$ cat src/design/fcdp_pkg.sv
// Purpose: Shared constants and types for the flexible converter data port
// Assumes: 32-bit APB register bus, 10-bit converter words
// Notes:   Register fields are carried as packed structs
package fcdp_pkg;

	// ************************************************************
	// Widths
	// ************************************************************
	localparam int DATA_W = 10;
	localparam int APB_W  = 32;

	// ************************************************************
	// Interface modes, Gray coded along the mode list
	// ************************************************************
	typedef enum logic [1:0] {
		full_duplex_mode             = 2'h0,
		half_duplex_interleaved_mode = 2'h1,
		half_duplex_parallel_mode    = 2'h3,
		clone_mode                   = 2'h2
	} fcdp_mode_type;

	// ************************************************************
	// Interpolation codes
	// ************************************************************
	localparam logic [1:0] INTERP_1X  = 2'h0;
	localparam logic [1:0] INTERP_2X  = 2'h1;
	localparam logic [1:0] INTERP_4X  = 2'h2;

	// ************************************************************
	// Register byte offsets and reset values
	// ************************************************************
	localparam logic [7:0] OFS_CTRL   = 8'h00;
	localparam logic [7:0] OFS_RX_DIV = 8'h04;
	localparam logic [7:0] OFS_TX_DIV = 8'h08;
	localparam logic [7:0] OFS_STATUS = 8'h0c;
	localparam logic [5:0] CTRL_RESET = 6'h00;
	localparam logic [7:0] DIV_RESET  = 8'h02;
	localparam logic [7:0] DIV_MIN    = 8'h02;

	// Control register, bit 0 upward: reg_en, mode, interp, sysclk_en
	typedef struct packed {
		logic          sysclk_en;
		logic [1:0]    interp;
		fcdp_mode_type mode;
		logic          reg_en;
	} fcdp_ctrl_type;

	// Status register, top bit first
	typedef struct packed {
		logic [1:0]    strap_interp;
		logic          strap_half_duplex_interleaved_mode;
		logic          strap_fd;
		logic          interp_bad;
		logic          tx_pd;
		logic          rx_pd;
		logic          dir_tx;
		logic [1:0]    interp;
		logic          reg_en;
		fcdp_mode_type mode;
	} fcdp_status_type;

	// Whole state of the port
	typedef struct packed {
		logic              strap_done;
		logic              strap_fd;
		logic              strap_half_duplex_interleaved_mode;
		logic [1:0]        strap_interp;
		fcdp_ctrl_type     ctrl;
		logic [7:0]        rx_div;
		logic [7:0]        tx_div;
		logic              pready;
		logic              pslverr;
		logic [APB_W-1:0]  prdata;
		logic              sys_phase;
		logic              rx_phase;
		logic              rx_sync;
		logic              rx_clk;
		logic              rx_sample;
		logic [DATA_W-1:0] rx_word;
		logic [DATA_W-1:0] rx_hold_b;
		logic [DATA_W-1:0] upper_out;
		logic [DATA_W-1:0] upper_oe_n;
		logic [DATA_W-1:0] lower_out;
		logic [DATA_W-1:0] lower_oe_n;
		logic              pin_two_out;
		logic              pin_two_oe_n;
		logic              pin_three;
		logic              tx_clk;
		logic              tx_a_seen;
		logic [DATA_W-1:0] tx_hold_a;
		logic [DATA_W-1:0] tx_out_a;
		logic [DATA_W-1:0] tx_out_b;
		logic              tx_valid;
	} fcdp_state_type;

endpackage : fcdp_pkg

$ cat src/design/fcdp_rate_divider.sv
// Purpose: Divides the master clock into a one-cycle strobe
// Assumes: i_divide of at least two; smaller values act as one
// Notes:   Counter restarts whenever i_enable is low
`timescale 1ns/100ps
module fcdp_rate_divider #(
	parameter int WIDTH = 8
) (
	input  wire logic             i_mclk,    // Master clock
	input  wire logic             i_reset_n, // Sync reset, active low
	input  wire logic             i_enable,  // Run the divider
	input  wire logic [WIDTH-1:0] i_divide,  // Cycles per strobe
	output logic                  o_strobe   // One-cycle strobe
);

	// ************************************************************
	// Elaboration checks
	// ************************************************************
	if (WIDTH < 2 || WIDTH > 16) begin : g_bad_width
		$error("fcdp_rate_divider: WIDTH out of range");
	end

	typedef struct packed {
		logic [WIDTH-1:0] count;
		logic             strobe;
	} fcdp_div_state_type;

	fcdp_div_state_type state;
	fcdp_div_state_type next_state;
	logic [WIDTH-1:0]   last;

	// Terminal count, never below zero
	assign last = (i_divide == '0) ? '0 : i_divide - 1'b1;

	// Count and strobe
	always_comb begin
		next_state = state;
		next_state.strobe = 1'b0;
		if (!i_enable) begin
			next_state.count = '0;
		end else if (state.count >= last) begin
			next_state.count  = '0;
			next_state.strobe = 1'b1;
		end else begin
			next_state.count = state.count + 1'b1;
		end
	end

	// State register
	always_ff @(posedge i_mclk) begin
		if (!i_reset_n) begin
			state <= '0;
		end else begin
			state <= next_state;
		end
	end

	assign o_strobe = state.strobe;

endmodule : fcdp_rate_divider

$ cat src/design/fcdp_data_port.sv
// Purpose: Flexible 20-pin converter data port with APB configuration
// Assumes: Pins synchronous to i_mclk; converters sample on o_rx_sample
// Notes:   Output enables are active low; bus clocks are strobe pulses
//
// Register access over APB and the register addresses were left to the implementer.
`timescale 1ns/100ps

module fcdp_data_port #(
	parameter int ADDR_W = 8,
	parameter int DIV_W  = 8
) (
	input  wire logic                       i_mclk,           // 20 MHz clock
	input  wire logic                       i_reset_n,        // Sync reset
	input  wire logic                       i_psel,           // APB select
	input  wire logic                       i_penable,        // APB enable
	input  wire logic                       i_pwrite,         // APB write
	input  wire logic [ADDR_W-1:0]          i_paddr,          // APB address
	input  wire logic [31:0]                i_pwdata,         // APB wdata
	input  wire logic [3:0]                 i_pstrb,          // APB lanes
	output logic [31:0]                     o_prdata,         // APB rdata
	output logic                            o_pready,         // APB ready
	output logic                            o_pslverr,        // APB error
	input  wire logic                       i_strap_full_duplex, // FD strap
	input  wire logic [1:0]                 i_strap_interp,   // Interp strap
	input  wire logic                       i_receive_powerdown_pin,  // Rx pd
	input  wire logic                       i_transmit_powerdown_pin, // Tx pd
	input  wire logic [fcdp_pkg::DATA_W-1:0] i_upper_bus,     // Upper in
	output logic [fcdp_pkg::DATA_W-1:0]     o_upper_bus,      // Upper out
	output logic [fcdp_pkg::DATA_W-1:0]     o_upper_bus_oe_n, // Upper oe_n
	input  wire logic [fcdp_pkg::DATA_W-1:0] i_lower_bus,     // Lower in
	output logic [fcdp_pkg::DATA_W-1:0]     o_lower_bus,      // Lower out
	output logic [fcdp_pkg::DATA_W-1:0]     o_lower_bus_oe_n, // Lower oe_n
	input  wire logic                       i_iface_pin_one,  // Sync or dir
	input  wire logic                       i_iface_pin_two,  // Pin two in
	output logic                            o_iface_pin_two,  // Pin two out
	output logic                            o_iface_pin_two_oe_n, // oe_n
	output logic                            o_iface_pin_three, // Bus clock
	input  wire logic [fcdp_pkg::DATA_W-1:0] i_rx_chan_a,     // Rx conv A
	input  wire logic [fcdp_pkg::DATA_W-1:0] i_rx_chan_b,     // Rx conv B
	output logic                            o_rx_sample,      // Conv sample
	output logic [fcdp_pkg::DATA_W-1:0]     o_tx_chan_a,      // Tx word A
	output logic [fcdp_pkg::DATA_W-1:0]     o_tx_chan_b,      // Tx word B
	output logic                            o_tx_valid        // Tx pair pulse
);

	// ************************************************************
	// Elaboration checks
	// ************************************************************
	if (ADDR_W < 4 || ADDR_W > 32) begin : g_bad_addr
		$error("fcdp_data_port: ADDR_W out of range");
	end
	if (DIV_W != 8) begin : g_bad_div
		$error("fcdp_data_port: DIV_W must match the divider registers");
	end

	fcdp_pkg::fcdp_state_type  state;
	fcdp_pkg::fcdp_state_type  next_state;
	fcdp_pkg::fcdp_mode_type   mode_eff;
	fcdp_pkg::fcdp_status_type status;
	logic [1:0]                interp_eff;
	logic                      interp_ok;
	logic                      full;
	logic                      dir_tx;
	logic                      rx_active;
	logic                      tx_active;
	logic                      rx_interleaved;
	logic                      rx_strobe;
	logic                      tx_strobe;
	logic [DIV_W-1:0]          rx_div_eff;
	logic [DIV_W-1:0]          tx_div_eff;
	logic [7:0]                addr;
	logic                      apb_setup;
	logic                      apb_write;
	logic                      rd_hit;
	logic [31:0]               rd_data;
	logic                      tx_sync;

	// ************************************************************
	// Mode selection
	// ************************************************************
	// Straps never yield clone mode; registers may
	always_comb begin
		if (state.ctrl.reg_en) begin
			mode_eff   = state.ctrl.mode;
			interp_eff = state.ctrl.interp;
		end else begin
			if (state.strap_fd) begin
				mode_eff = fcdp_pkg::full_duplex_mode;
			end else if (state.strap_half_duplex_interleaved_mode) begin
				mode_eff = fcdp_pkg::half_duplex_interleaved_mode;
			end else begin
				mode_eff = fcdp_pkg::half_duplex_parallel_mode;
			end
			interp_eff = state.strap_interp;
		end
	end

	// Interleaved modes need two or four times interpolation
	assign interp_ok = (interp_eff == fcdp_pkg::INTERP_2X) ||
		(interp_eff == fcdp_pkg::INTERP_4X) ||
		((mode_eff == fcdp_pkg::half_duplex_parallel_mode) &&
		(interp_eff == fcdp_pkg::INTERP_1X));

	// Direction and path enables
	assign full      = (mode_eff == fcdp_pkg::full_duplex_mode);
	assign dir_tx    = i_iface_pin_one;
	assign rx_active = state.strap_done && !i_receive_powerdown_pin &&
		(full || !dir_tx);
	assign tx_active = state.strap_done && !i_transmit_powerdown_pin &&
		interp_ok && (full || dir_tx);
	assign rx_interleaved = full ||
		(mode_eff == fcdp_pkg::half_duplex_interleaved_mode);

	// ************************************************************
	// Rate dividers
	// ************************************************************
	// Divider values below the minimum act as the minimum
	assign rx_div_eff = (state.rx_div < fcdp_pkg::DIV_MIN) ?
		fcdp_pkg::DIV_MIN : state.rx_div;
	assign tx_div_eff = (state.tx_div < fcdp_pkg::DIV_MIN) ?
		fcdp_pkg::DIV_MIN : state.tx_div;

	// Receive word rate, programmable
	fcdp_rate_divider #(.WIDTH(DIV_W)) u_rx_div (
		.i_mclk    (i_mclk),
		.i_reset_n (i_reset_n),
		.i_enable  (rx_active),
		.i_divide  (rx_div_eff),
		.o_strobe  (rx_strobe)
	);

	// Transmit word rate
	fcdp_rate_divider #(.WIDTH(DIV_W)) u_tx_div (
		.i_mclk    (i_mclk),
		.i_reset_n (i_reset_n),
		.i_enable  (tx_active),
		.i_divide  (tx_div_eff),
		.o_strobe  (tx_strobe)
	);

	// ************************************************************
	// APB decode and read data
	// ************************************************************
	assign addr      = 8'(i_paddr);
	assign apb_setup = i_psel && !i_penable;
	assign apb_write = i_psel && i_penable && state.pready && i_pwrite &&
		i_pstrb[0];

	// Status view of the live configuration
	always_comb begin
		status.mode         = mode_eff;
		status.reg_en       = state.ctrl.reg_en;
		status.interp       = interp_eff;
		status.dir_tx       = dir_tx;
		status.rx_pd        = i_receive_powerdown_pin;
		status.tx_pd        = i_transmit_powerdown_pin;
		status.interp_bad   = !interp_ok;
		status.strap_fd     = state.strap_fd;
		status.strap_half_duplex_interleaved_mode   = state.strap_half_duplex_interleaved_mode;
		status.strap_interp = state.strap_interp;
	end

	// Read multiplexer; unmapped reads return zero with an error
	always_comb begin
		rd_hit  = 1'b1;
		rd_data = 32'h0000_0000;
		case (addr)
			fcdp_pkg::OFS_CTRL: begin
				rd_data = {26'h000_0000, state.ctrl};
			end
			fcdp_pkg::OFS_RX_DIV: begin
				rd_data = {24'h00_0000, state.rx_div};
			end
			fcdp_pkg::OFS_TX_DIV: begin
				rd_data = {24'h00_0000, state.tx_div};
			end
			fcdp_pkg::OFS_STATUS: begin
				rd_data = {19'h0_0000, status};
			end
			default: begin
				rd_hit = 1'b0;
			end
		endcase
	end

	// Sync source for interleaved transmit words
	assign tx_sync = full ? i_iface_pin_one : i_lower_bus[9];

	// ************************************************************
	// Next state
	// ************************************************************
	always_comb begin
		next_state           = state;
		next_state.pready    = 1'b0;
		next_state.pslverr   = 1'b0;
		next_state.rx_sample = 1'b0;
		next_state.tx_valid  = 1'b0;
		next_state.sys_phase = ~state.sys_phase;

		// Catch straps in the first cycle after release
		if (!state.strap_done) begin
			next_state.strap_done   = 1'b1;
			next_state.strap_fd     = i_strap_full_duplex;
			next_state.strap_half_duplex_interleaved_mode   = i_iface_pin_two;
			next_state.strap_interp = i_strap_interp;
		end

		// Zero-wait APB answer prepared in the setup cycle
		if (apb_setup) begin
			next_state.pready  = 1'b1;
			next_state.prdata  = rd_data;
			next_state.pslverr = !rd_hit || (i_pwrite &&
				(addr == fcdp_pkg::OFS_STATUS));
		end
		if (apb_write) begin
			case (addr)
				fcdp_pkg::OFS_CTRL: begin
					next_state.ctrl = fcdp_pkg::fcdp_ctrl_type'(i_pwdata[5:0]);
				end
				fcdp_pkg::OFS_RX_DIV: begin
					next_state.rx_div = i_pwdata[7:0];
				end
				fcdp_pkg::OFS_TX_DIV: begin
					next_state.tx_div = i_pwdata[7:0];
				end
				default: begin
				end
			endcase
		end

		// Receive words: interleaved A then B, or both at once
		next_state.rx_clk = rx_strobe;
		if (rx_strobe) begin
			if (rx_interleaved) begin
				if (!state.rx_phase) begin
					next_state.rx_sample = 1'b1;
					next_state.rx_word   = i_rx_chan_a;
					next_state.rx_hold_b = i_rx_chan_b;
				end else begin
					next_state.rx_word = state.rx_hold_b;
				end
				next_state.rx_sync  = state.rx_phase;
				next_state.rx_phase = ~state.rx_phase;
			end else begin
				next_state.rx_sample = 1'b1;
				next_state.rx_word   = i_rx_chan_a;
				next_state.rx_hold_b = i_rx_chan_b;
				next_state.rx_phase  = 1'b0;
			end
		end

		// Bus directions; all pins listen unless driven
		next_state.upper_oe_n = '1;
		next_state.lower_oe_n = '1;
		case (mode_eff)
			fcdp_pkg::full_duplex_mode: begin
				next_state.lower_oe_n = '0;
				next_state.lower_out  = next_state.rx_word;
			end
			fcdp_pkg::half_duplex_interleaved_mode: begin
				if (!dir_tx) begin
					next_state.lower_oe_n = '0;
					next_state.lower_out  = next_state.rx_word;
					next_state.upper_oe_n = 10'h1ff;
					next_state.upper_out  = {next_state.rx_sync, 9'h000};
				end
			end
			fcdp_pkg::half_duplex_parallel_mode,
			fcdp_pkg::clone_mode: begin
				if (!dir_tx) begin
					next_state.upper_oe_n = '0;
					next_state.upper_out  = next_state.rx_hold_b;
					next_state.lower_oe_n = '0;
					next_state.lower_out  = next_state.rx_word;
				end
			end
			default: begin
			end
		endcase

		// Transmit words: pair by sync, or parallel
		next_state.tx_clk = tx_strobe;
		if (!tx_active) begin
			next_state.tx_a_seen = 1'b0;
		end else if (tx_strobe) begin
			if (mode_eff == fcdp_pkg::half_duplex_parallel_mode) begin
				next_state.tx_out_a = i_upper_bus;
				next_state.tx_out_b = i_lower_bus;
				next_state.tx_valid = 1'b1;
			end else if (tx_sync) begin
				next_state.tx_hold_a = i_upper_bus;
				next_state.tx_a_seen = 1'b1;
			end else if (state.tx_a_seen) begin
				next_state.tx_out_a  = state.tx_hold_a;
				next_state.tx_out_b  = i_upper_bus;
				next_state.tx_valid  = 1'b1;
				next_state.tx_a_seen = 1'b0;
			end
		end

		// Third pin: transmit clock in full duplex or tx direction
		next_state.pin_three = (full || dir_tx) ?
			next_state.tx_clk : next_state.rx_clk;

		// Second pin: system clock, channel flag, or input
		next_state.pin_two_oe_n = 1'b1;
		if (state.ctrl.reg_en) begin
			if (full || state.ctrl.sysclk_en) begin
				next_state.pin_two_oe_n = 1'b0;
				next_state.pin_two_out  = state.sys_phase;
			end
		end else if (full && state.strap_done) begin
			next_state.pin_two_oe_n = 1'b0;
			next_state.pin_two_out  = next_state.rx_sync;
		end
	end

	// ************************************************************
	// State register
	// ************************************************************
	always_ff @(posedge i_mclk) begin
		if (!i_reset_n) begin
			state            <= '0;
			state.ctrl       <= fcdp_pkg::fcdp_ctrl_type'(fcdp_pkg::CTRL_RESET);
			state.rx_div     <= fcdp_pkg::DIV_RESET;
			state.tx_div     <= fcdp_pkg::DIV_RESET;
			state.upper_oe_n <= '1;
			state.lower_oe_n <= '1;
			state.pin_two_oe_n <= 1'b1;
		end else begin
			state <= next_state;
		end
	end

	// Outputs straight from the state register
	assign o_prdata             = state.prdata;
	assign o_pready             = state.pready;
	assign o_pslverr            = state.pslverr;
	assign o_upper_bus          = state.upper_out;
	assign o_upper_bus_oe_n     = state.upper_oe_n;
	assign o_lower_bus          = state.lower_out;
	assign o_lower_bus_oe_n     = state.lower_oe_n;
	assign o_iface_pin_two      = state.pin_two_out;
	assign o_iface_pin_two_oe_n = state.pin_two_oe_n;
	assign o_iface_pin_three    = state.pin_three;
	assign o_rx_sample          = state.rx_sample;
	assign o_tx_chan_a          = state.tx_out_a;
	assign o_tx_chan_b          = state.tx_out_b;
	assign o_tx_valid           = state.tx_valid;

	// ************************************************************
	// Assertions
	// ************************************************************
	a_strap_latch: assert property (@(posedge i_mclk) disable iff (!i_reset_n)
		!state.strap_done |=> state.strap_half_duplex_interleaved_mode == $past(i_iface_pin_two) &&
		state.strap_fd == $past(i_strap_full_duplex))
		else $error("straps not caught at release");
	a_clone_regonly: assert property (@(posedge i_mclk) disable iff (!i_reset_n)
		!state.ctrl.reg_en |-> mode_eff != fcdp_pkg::clone_mode)
		else $error("clone mode without registers");
	a_fd_bus_dirs: assert property (@(posedge i_mclk) disable iff (!i_reset_n)
		full |=> o_lower_bus_oe_n == '0 && o_upper_bus_oe_n == '1)
		else $error("full duplex bus directions wrong");
	a_fd_rx_chan: assert property (@(posedge i_mclk) disable iff (!i_reset_n)
		full && !state.ctrl.reg_en && rx_strobe && !state.rx_phase |=>
		o_lower_bus == $past(i_rx_chan_a) && !o_iface_pin_two
		##1 o_lower_bus == $past(i_rx_chan_a, 2))
		else $error("channel A word or flag wrong");
	a_tx_clock: assert property (@(posedge i_mclk) disable iff (!i_reset_n)
		full && tx_strobe |=> o_iface_pin_three ##1 !o_iface_pin_three)
		else $error("transmit clock pulse missing");
	a_tx_steer: assert property (@(posedge i_mclk) disable iff (!i_reset_n)
		full && tx_active && tx_strobe && !i_iface_pin_one &&
		state.tx_a_seen |=> o_tx_valid && o_tx_chan_b == $past(i_upper_bus))
		else $error("channel B transmit word lost");
	a_half_duplex_interleaved_mode_tristate: assert property (@(posedge i_mclk) disable iff (!i_reset_n)
		mode_eff == fcdp_pkg::half_duplex_interleaved_mode && !dir_tx |=>
		o_upper_bus_oe_n == 10'h1ff && o_lower_bus_oe_n == '0)
		else $error("unused bus not released");
	a_half_duplex_parallel_mode_tx_map: assert property (@(posedge i_mclk) disable iff (!i_reset_n)
		mode_eff == fcdp_pkg::half_duplex_parallel_mode && tx_active &&
		tx_strobe |=> o_tx_valid && o_tx_chan_a == $past(i_upper_bus) &&
		o_tx_chan_b == $past(i_lower_bus))
		else $error("parallel transmit mapping wrong");
	a_clone_rx_par: assert property (@(posedge i_mclk) disable iff (!i_reset_n)
		mode_eff == fcdp_pkg::clone_mode && !dir_tx && rx_strobe |=>
		o_upper_bus == $past(i_rx_chan_b) && o_lower_bus == $past(i_rx_chan_a))
		else $error("clone receive mapping wrong");
	a_rx_pd_halt: assert property (@(posedge i_mclk) disable iff (!i_reset_n)
		i_receive_powerdown_pin [*2] |=> !o_rx_sample)
		else $error("receive ran while powered down");
	a_interp_gate: assert property (@(posedge i_mclk) disable iff (!i_reset_n)
		full && !interp_ok |=> !o_tx_valid)
		else $error("transmit ran with bad interpolation");
	a_sysclk_pin: assert property (@(posedge i_mclk) disable iff (!i_reset_n)
		state.ctrl.reg_en && full && $past(state.ctrl.reg_en && full) |=>
		!o_iface_pin_two_oe_n && o_iface_pin_two != $past(o_iface_pin_two))
		else $error("system clock not on pin two");

endmodule : fcdp_data_port

$ cat config.mk
export PLATFORM = sky130hd
export DESIGN_NAME = fcdp_data_port
export DESIGN_NICKNAME = d
export VERILOG_FILES = /design/src/design/fcdp_pkg.sv /design/src/design/fcdp_rate_divider.sv /design/src/design/fcdp_data_port.sv
export SDC_FILE = /design/constraint.sdc
export NUM_CORES = 1
export LEC_CHECK = 0
export BUFFER_PORTS_ARGS = -buffer_cell sky130_fd_sc_hd__buf_2
export CORE_ASPECT_RATIO = 0.75
export CORE_MARGIN = 1
export CORE_UTILIZATION = 30
export DETAILED_ROUTE_END_ITERATION = 10
export PLACE_DENSITY = 0.52
export SYNTH_ARGS = -nofsm -noshare
export SYNTH_HDL_FRONTEND = slang
export SYNTH_HIERARCHICAL = 1
export SYNTH_SLANG_ARGS = --single-unit
export TNS_END_PERCENT = 1
$ cat constraint.sdc
create_clock -name i_mclk -period 3.35 [get_ports i_mclk]
set_clock_uncertainty 0.15 [all_clocks]
set_input_delay 0.335 -clock i_mclk [delete_from_list [all_inputs] [get_ports i_mclk]]
set_output_delay 0.335 -clock i_mclk [all_outputs]
set_load 0.02 [all_outputs]
# Word level (Yosys, flattened, before mapping)
# Cells that the tools add are included.
[op_classes] shift=0 n_div=0 bitwise=6 n_eq_ne=12 addsub=4 magnitude_cmp=4 n_mul=0 muxes=34 reduce_logical=52
[op_table] op="21-bit 2-to-1 mux" count=4
[op_table] op="40-bit 2-to-1 mux" count=2
[op_table] op="20-bit case mux with 3 select lines" count=1
[op_table] op="13-bit case mux with 4 select lines" count=1
[op_table] op="20-bit case mux with 2 select lines" count=1
[op_table] op="34-bit 2-to-1 mux" count=1
[op_table] op="8-bit 2-to-1 mux" count=4
[op_table] op="8-bit zero test" count=3
[op_table] op="10-bit 2-to-1 mux" count=2
[op_table] op="20-bit 2-to-1 mux" count=1
[op_table] op="2-bit AND reduction" count=10
[op_table] op="8-bit by 1-bit adder with 8-bit output, second input constant" count=2
[op_table] op="8-bit by 4-bit equality test with 1-bit output, second input constant" count=2
[op_table] op="8-bit >= comparator" count=2
[op_table] op="8-bit by 2-bit less-than comparator with 1-bit output, second input constant" count=2
[op_table] op="8-bit by 1-bit subtractor with 8-bit output, second input constant" count=2
[op_table] op="2-bit 2-to-1 mux" count=7
[op_table] op="1-bit logical AND" count=13
[op_table] op="1-bit 2-to-1 mux" count=10
[op_table] op="8-bit by 3-bit equality test with 1-bit output, second input constant" count=1
[op_table] op="4-bit AND reduction" count=2
[op_table] op="1-bit logical OR" count=7
[op_table] op="2-bit equality test, second input constant" count=3
[op_table] op="1-bit zero test" count=6
[op_table] op="10 further kinds" count=23
[word_totals] word_cells=147 latchBits=0 n_memories=0 register_bits=178 out_inout_bits=99 romBits=0 mem_bits_rw=0

# Logic depth before layout (Yosys ltp)
# Gate-level depths: netlist of the first run.
[logic_depth] word_depth=10 depth_mapped=14 ltp_nobuf=14

# By module
# The synthesis of the first run kept the hierarchy.
[by_module_without_submodules] mod="fcdp_data_port" cells_per_inst=696 n_inst=1 area_each_um2=6226.0 seq_area_each_um2=2482.4
[by_module_without_submodules] mod="fcdp_rate_divider (u_tx_div)" cells_per_inst=80 n_inst=1 area_each_um2=708.2 seq_area_each_um2=180.2
[by_module_without_submodules] mod="fcdp_rate_divider (u_rx_div)" cells_per_inst=78 n_inst=1 area_each_um2=693.2 seq_area_each_um2=180.2

# Least setup slack after synthesis of the first run
# OpenSTA, ideal clock, no wires.
[synth_timing] kind="register -> register" from="reg state[146] in the netlist's numbering" to="reg u_rx_div.state, in the netlist u_rx_div/o_strobe" synth_period_minus_slack_ns=3.137 arrival_ns=2.865 required_ns=3.078 setup_time_ns=0.122 setup_slack_ns=0.213 path_stages_with_launch=15 path_cell_list="dfxtp_1 -> nor4_1 -> nand2_1 -> o21a_1 -> inv_1 -> ha_1 -> nor2b_1 -> nand3b_1 -> or3_1 -> o21ai_0 -> ha_1 -> or3_1 -> a21oi_2 -> o31ai_4 -> nor2b_1"
[synth_via] elab_chain_len=6 elab_cells_between_ends=7 cone_classes="1 x add/sub; 2 x order compare; 3 x mux; 1 x reduce/logical"
[synth_lines] element="from (decl)" line="fcdp_data_port.sv:56" rtl="fcdp_pkg::fcdp_state_type state;"
[synth_lines] element="from (signal assigned)" line="fcdp_data_port.sv:331" rtl="state <= next_state;"
[synth_lines] element="8-bit by 2-bit less-than comparator with 1-bit output *" line="fcdp_data_port.sv:118" rtl="assign rx_div_eff = (state.rx_div < fcdp_pkg::DIV_MIN) ?"
[synth_lines] element="8-bit 2-to-1 mux *" line="fcdp_data_port.sv:118"
[synth_lines] element="via rx_div_eff[0]" line="fcdp_data_port.sv:69" rtl="logic [DIV_W-1:0] rx_div_eff;"
[synth_lines] element="8-bit by 1-bit subtractor with 8-bit output / 8-bit zero test (equally long branches)" line="fcdp_rate_divider.sv:32" rtl="assign last = (i_divide == '0) ? '0 : i_divide - 1'b1;"
[synth_lines] element="8-bit 2-to-1 mux *" line="fcdp_rate_divider.sv:32"
[synth_lines] element="8-bit >= comparator *" line="fcdp_rate_divider.sv:40" rtl="end else if (state.count >= last) begin"
[synth_lines] element="1-bit 2-to-1 mux *" line="fcdp_rate_divider.sv:40"
[synth_lines] element="to (signal assigned)" line="fcdp_rate_divider.sv:53" rtl="state <= next_state;"
[synth_lines] element="to (decl)" line="fcdp_rate_divider.sv:27" rtl="fcdp_div_state_type state;"
# The timed path passes the listed nets; every way through them passes the cells marked *.
# A chain may end at the register's enable or synchronous reset.

# Worst setup path in the final report of the first run
# Same ends and word-level chain as after synthesis.

==> impl_metrics.json, run 1 <==
{
  "status": "complete, no violations",
  "ys_seq_elements": 142,
  "fp-row-count": 50,
  "path_clk_slew_ps": 70,
  "placedCellCount": 1231,
  "gp_congestion": 0.7957,
  "max_slew_margin": 0.2413,
  "arrival_ps": 3430,
  "clk_latency_ps": 420,
  "final-setup-viol-count": 0,
  "maxCapViolCount": 0,
  "coreArea_um2": 24960,
  "ir_drop_v": 0.0003629,
  "synth-edff-count": 0,
  "required_ps": 3500,
  "async_reset_ff_frac": 0,
  "drive_above_1_share": 0.3136,
  "slowest_stage": "or3_4",
  "drtIter0Drc": 365,
  "hpwlAfterDp_um": 14380,
  "criticalPathCategory": "flip-flop to flip-flop",
  "cts_root_buffer": "clkbuf_16",
  "die_area_um2": 26070,
  "num_vias": 6029,
  "maxSlewViolCount": 0,
  "cts.path.max_buffers": 2,
  "hold-worst-slack_ps": 20.03,
  "period_minus_slack_ps": 3282,
  "cts-htree-levels": 4,
  "drc_errors": 0,
  "hold_class": "input pin to flip-flop",
  "cts.sinks": 142,
  "wl_per_cell_um": 16.22,
  "area_delta_synth_final_pct": 16.58,
  "ant_nets": 0,
  "path_buf_inv": 1,
  "first_global_vias": 5582,
  "die_w_um": 186.1,
  "worstPathCellList": "nor4_4, nand2_1, o21a_1, inv_2, ha_4, nor2b_4, nand3b_1, or3_4, o21ai_4, ha_4, or3_4, a21oi_4, o31ai_4, nor2b_1",
  "yosysSeqAreaShare": 0.3727,
  "critPathCaptureType": "flip-flop",
  "cp_top_family": "simple AND/OR/NAND/NOR gates",
  "grt_pass1_wl_um": 31800,
  "placed_area_um2": 8095,
  "layout_commonest_cell": "buf_2",
  "nNetsFinal": 1035,
  "crit_fanout": 5,
  "overflow": 0,
  "power-per-cell-area_nw_per_um2": 446.7,
  "max_freq_mhz": 304.7,
  "firstDrtPassIters": 4,
  "tritoncts": "built",
  "portBuffers": 148,
  "power_mw": 3.972,
  "die_h_um": 140.1,
  "wl_um": 20590,
  "ys_warn_count": 6,
  "p_leak_nw": 3.665,
  "antenna_found_initial": 0,
  "pin_count": 195,
  "pre_cts_ws_ps": -89.65,
  "finalInstanceArea_um2": 8892,
  "synth_area_um2": 7627,
  "fin_cells": 1269,
  "avgSynthCellArea_um2": 8.931,
  "hold_viol_final": 0,
  "grt_usage": 0.1575,
  "cts_made_buffers": 17,
  "start_util": 0.3056,
  "worstMarginPinSlew_ps": 1138,
  "synth.distinct_cells": 54,
  "cpPeakStageDelay_ps": 430,
  "avgViaCountPerCell": 4.751,
  "postSynthCellCount": 854,
  "setup_slack_ps": 68.49,
  "n_antenna_cell": 0,
  "ys.flop_type": "dfxtp_1",
  "grt_max_degree": 42,
  "start_kind": "flip-flop",
  "final_cell_mix": "148 x buf_2, 141 x dfxtp_1, 70 x nor2_1",
  "min_period_over_period": 0.9796
}
sequential cells by signal, indices dropped and copies added (netlist names), 2 cells and up:
name and cells:
o_tx_chan_a 10, o_upper_bus 10, o_lower_bus 10, u_tx_div/state 8, o_upper_bus_oe_n 2, o_tx_chan_b 10, o_prdata 13, u_rx_div/state 8
state 61
metrics by stage:
step,util,TNS [ps]
global placement,0.3243,-313.7
floorplan,-,0
detailed placement,0.3243,-629.9
global route,0.3562,-404.3
finish,0.3562,0
CTS,0.3496,0
worst paths after layout:
check | cells after the start | start | slack (ps) | to
max reg2reg | 14 | state[146] | 70 | u_rx_div/o_strobe
max | 14 | state[146] | 70 | u_rx_div/o_strobe
min reg2reg | 1 | state[100] | 260 | state[100]
min | 3 | i_pwdata[7] | 20 | state[142]
cell type report:
class	count	area, um2
Multi-Input combinational cell	563	3970
Clock buffer	19	442.9
Clock inverter	13	155.1
Inverter	11	41.29
Timing Repair Buffer	183	1016
Fill cell	2575	16070
Sequential cell	142	2844
Tap cell	338	422.9
synthesized netlist by cell type (20+ instances only):
library cell  count  area, um2
a21oi_1          63      315.3
ha_1             21      262.8
clkbuf_1         42      157.7
nand4_1          21      131.4
mux2i_1          54      540.5
nor2_1           70      262.8
nand3_1          27      135.1
buf_4            95      713.2
nor3_1           24      120.1
a311oi_1         20      175.2
dfxtp_1         142       2843
nor3_2           24      240.2
nand2_1          47      176.4
where the power goes:
group / total (mW) / internal [mW] / leakage [nW] / switching, mW
logic: 0.322 / 0.102 / 2.23 / 0.220
clock network: 1.94 / 1.14 / 0.288 / 0.801
registers: 1.71 / 1.70 / 1.15 / 0.0118
worst reg2reg max path, stage by stage (launching register included):
cell and delay [ps]:
dfxtp_2 340, nor4_4 290, nand2_1 100, o21a_1 220
inv_2 80, ha_4 130, nor2b_4 150, nand3b_1 110
or3_4 430, o21ai_4 100, ha_4 230, or3_4 340
a21oi_4 230, o31ai_4 120, nor2b_1 150
logic make-up (layout without fill, tap and decap cells):
group,Yosys count,after routing,share of synthesized area
AND/OR/NAND/NOR,285,285,0.2062
buffers and inverters,168,226,0.1355
AO/OA/AOI/OAI,157,158,0.1414
multiplexers,62,62,0.08858
other,1,19,0.0004917
adder cells (fa/ha/maj),21,21,0.03445
XOR/XNOR,18,18,0.02067
flip-flops,142,142,0.3727
per-layer routing:
metal,global-route usage,vias up,share of wire
met4,0.04616,0,0.011
met1,0.2331,2820,0.52
li1,-,3045,-
met2,0.2241,149,0.42
met3,0.03536,15,0.055
met5,0,-,0
timing repair:
action                     4_1_cts  5_1_grt
hold buffers                     2        0
resized for setup                4       25
buffers inserted                 0        3
setup endpoints to repair        9        9
cloned                           0        1
pin swaps                        1       14
hold endpoints to repair         2        0
Power figures use the tool's default switching activity.
==> run 2, diff against run 1 <==
- CORE_UTILIZATION: 30 -> 44
- PLACE_DENSITY: 0.52 -> 0.71
==> impl_metrics.json, run 2 (synthesized netlist as in run 1, its figures left out) <==
{
  "status": "complete, no violations",
  "cts_made_buffers": 17,
  "die_h_um": 116.0,
  "max_freq_mhz": 305.5,
  "ff_latch_area_um2": 2844,
  "maxCapViolCount": 0,
  "avgViaCountPerCell": 5.372,
  "seq_power_share": 0.435,
  "path_clk_slew_ps": 60,
  "required_ps": 3540,
  "area_delta_synth_final_pct": 13.17,
  "antenna_found_initial": 0,
  "largest_reg_flops": 61,
  "firstDrtPassIters": 5,
  "portBuffers": 148,
  "coreArea_um2": 16880,
  "top_register": "state",
  "grt_max_degree": 46,
  "pre_cts_ws_ps": -34.69,
  "power-per-cell-area_nw_per_um2": 456.3,
  "finalInstanceArea_um2": 8632,
  "final_cell_mix": "148 x buf_2, 141 x dfxtp_1, 70 x nor2_1",
  "fin_setup_tns_ps": 0,
  "period_minus_slack_ps": 3274,
  "hold_class": "input pin to flip-flop",
  "p_int_mw": 2.997,
  "tritoncts": "built",
  "multi_input_area_um2": 3904,
  "critPathMostFrequentCell": "or3_4",
  "first_global_vias": 5416,
  "num_vias": 6113,
  "final-setup-viol-count": 0,
  "ant_nets": 0,
  "start_util": 0.4519,
  "criticalPathCategory": "flip-flop to flip-flop",
  "placedCellCount": 1106,
  "r2r_cells": 15,
  "hold_start": "i_strap_interp[1]",
  "fp-row-count": 41,
  "cts_root_buffer": "clkbuf_16",
  "min_period_over_period": 0.9772,
  "p_leak_nw": 3.625,
  "cts.path.max_buffers": 2,
  "clk_latency_ps": 420,
  "layout_commonest_cell": "buf_2",
  "critPathCaptureType": "flip-flop",
  "r2r-start": "state[149]",
  "rr_endpoint": "u_rx_div/state[4]",
  "drtIter0Drc": 366,
  "grt_usage": 0.2032,
  "overflow": 0,
  "gp_congestion": 0.8190,
  "hold_viol_final": 0,
  "setup_slack_ps": 76.44,
  "cts.sinks": 142,
  "arrival_ps": 3460,
  "fin_cells": 1138,
  "combinationalPowerShare": 0.079,
  "die_area_um2": 17870,
  "grt_pass1_wl_um": 28500,
  "start_kind": "flip-flop",
  "hold-path-endpoint": "state[158]",
  "drive_above_1_share": 0.3055,
  "n_antenna_cell": 0,
  "worstMarginPinSlew_ps": 947.4,
  "max_slew_margin": 0.3660,
  "hold_depth": 3,
  "hpwlAfterDp_um": 12500,
  "wl_um": 18310,
  "worstPathCellList": "nor4_4, nand2_1, o21a_1, inv_2, ha_4, nor2b_4, nand3b_1, or3_4, o21ai_2, ha_1, or3_4, a21oi_4, o31ai_4, buf_12, nor3_1",
  "drc_errors": 0,
  "pin_count": 195,
  "p_sw_mw": 0.9421,
  "ir_drop_v": 0.0002903,
  "slowest_stage": "or3_4",
  "maxSlewViolCount": 0,
  "crit_fanout": 9,
  "nFillCells": 1558,
  "die_w_um": 154.0,
  "path_buf_inv": 2,
  "ff2ff_setup_slack_ps": 80,
  "power_mw": 3.939,
  "placed_area_um2": 7926,
  "netSwitchingFraction": 0.2392,
  "cts-htree-levels": 4,
  "wl_per_cell_um": 16.09,
  "cp_top_family": "simple AND/OR/NAND/NOR gates",
  "clkPwrFrac": 0.485,
  "nNetsFinal": 1028,
  "cpPeakStageDelay_ps": 440
}
run 2: changes by cell type in the layout (fill, tap and decap cells not counted), moves of 2 or more:
cell	before	now
clkinv_4	3	1
clkbuf_8	1	5
ha_4	3	1
buf_6	2	0
inv_6	3	1
inv_8	2	0
dlygate4sd3_1	2	0
buf_4	31	28
ha_1	17	19
run 2: through the flow:
stage                     utilization  hold WS [ps]
after global routing           0.5115         9.816
after CTS                      0.5057        0.9911
after global placement         0.4696         251.6
after detailed placement       0.4696         256.7
final                          0.5115         5.303
after floorplan                     -         212.7
run 2: power by group through the flow:
| stage | Clock [mW] | Combinational (mW) | Sequential, mW |
|---|---|---|---|
| 2_1_floorplan | 0 | 0.236 | 1.75 |
| 3_3_place_gp | 0 | 0.305 | 1.75 |
| 3_5_place_dp | 0 | 0.306 | 1.75 |
| 4_1_cts | 1.95 | 0.307 | 1.71 |
| 5_1_grt | 2.02 | 0.338 | 1.72 |
| 6_report | 1.91 | 0.313 | 1.71 |
run 2: worst register-to-register path, delay by kind of cell, from the launching register on:
family	cells	cell delay [ps]
DFF	1	330
and+or+nand+nor	7	1560
AOI/OAI and AO/OA	4	550
adders and majority gates	2	390
buffers and inverters	2	230
run 2: how the worst max path moves through the flow:
stage                          start                end  slack (ps)  cells after the start
after floorplan           state[146]  u_rx_div/o_strobe         210                     14
after global placement    state[146]  u_rx_div/o_strobe          80                     14
after detailed placement  state[146]  u_rx_div/o_strobe         -30                     14
after CTS                 state[146]  u_rx_div/o_strobe           6                     14
after global routing      state[149]  u_rx_div/state[8]         -50                     15
final                     state[149]  u_rx_div/state[4]          80                     15
run 2: timing repair:
| action | in CTS | in global routing |
|---|---|---|
| pin swaps | 0 | 9 |
| setup buffers | 0 | 1 |
| setup endpoints to repair | 8 | 9 |
| resized for setup | 2 | 17 |
| hold buffers | 0 | 0 |
run 2: cell type report:
class,instances,area share
Multi-Input combinational cell,562,0.4522
Sequential cell,142,0.3295
Timing Repair Buffer,177,0.1125
Clock buffer,23,0.05769
Tap cell,215,0.03116
Clock inverter,8,0.01218
Inverter,11,0.004783
run 2: metal layers:
metal  track usage  part of all wire  up-vias
met3       0.05797             0.058       16
met1        0.2860              0.49     2874
met2        0.3021              0.44      187
li1              -                 -     3036
met4       0.05667             0.012        0
met5             0                 0        -
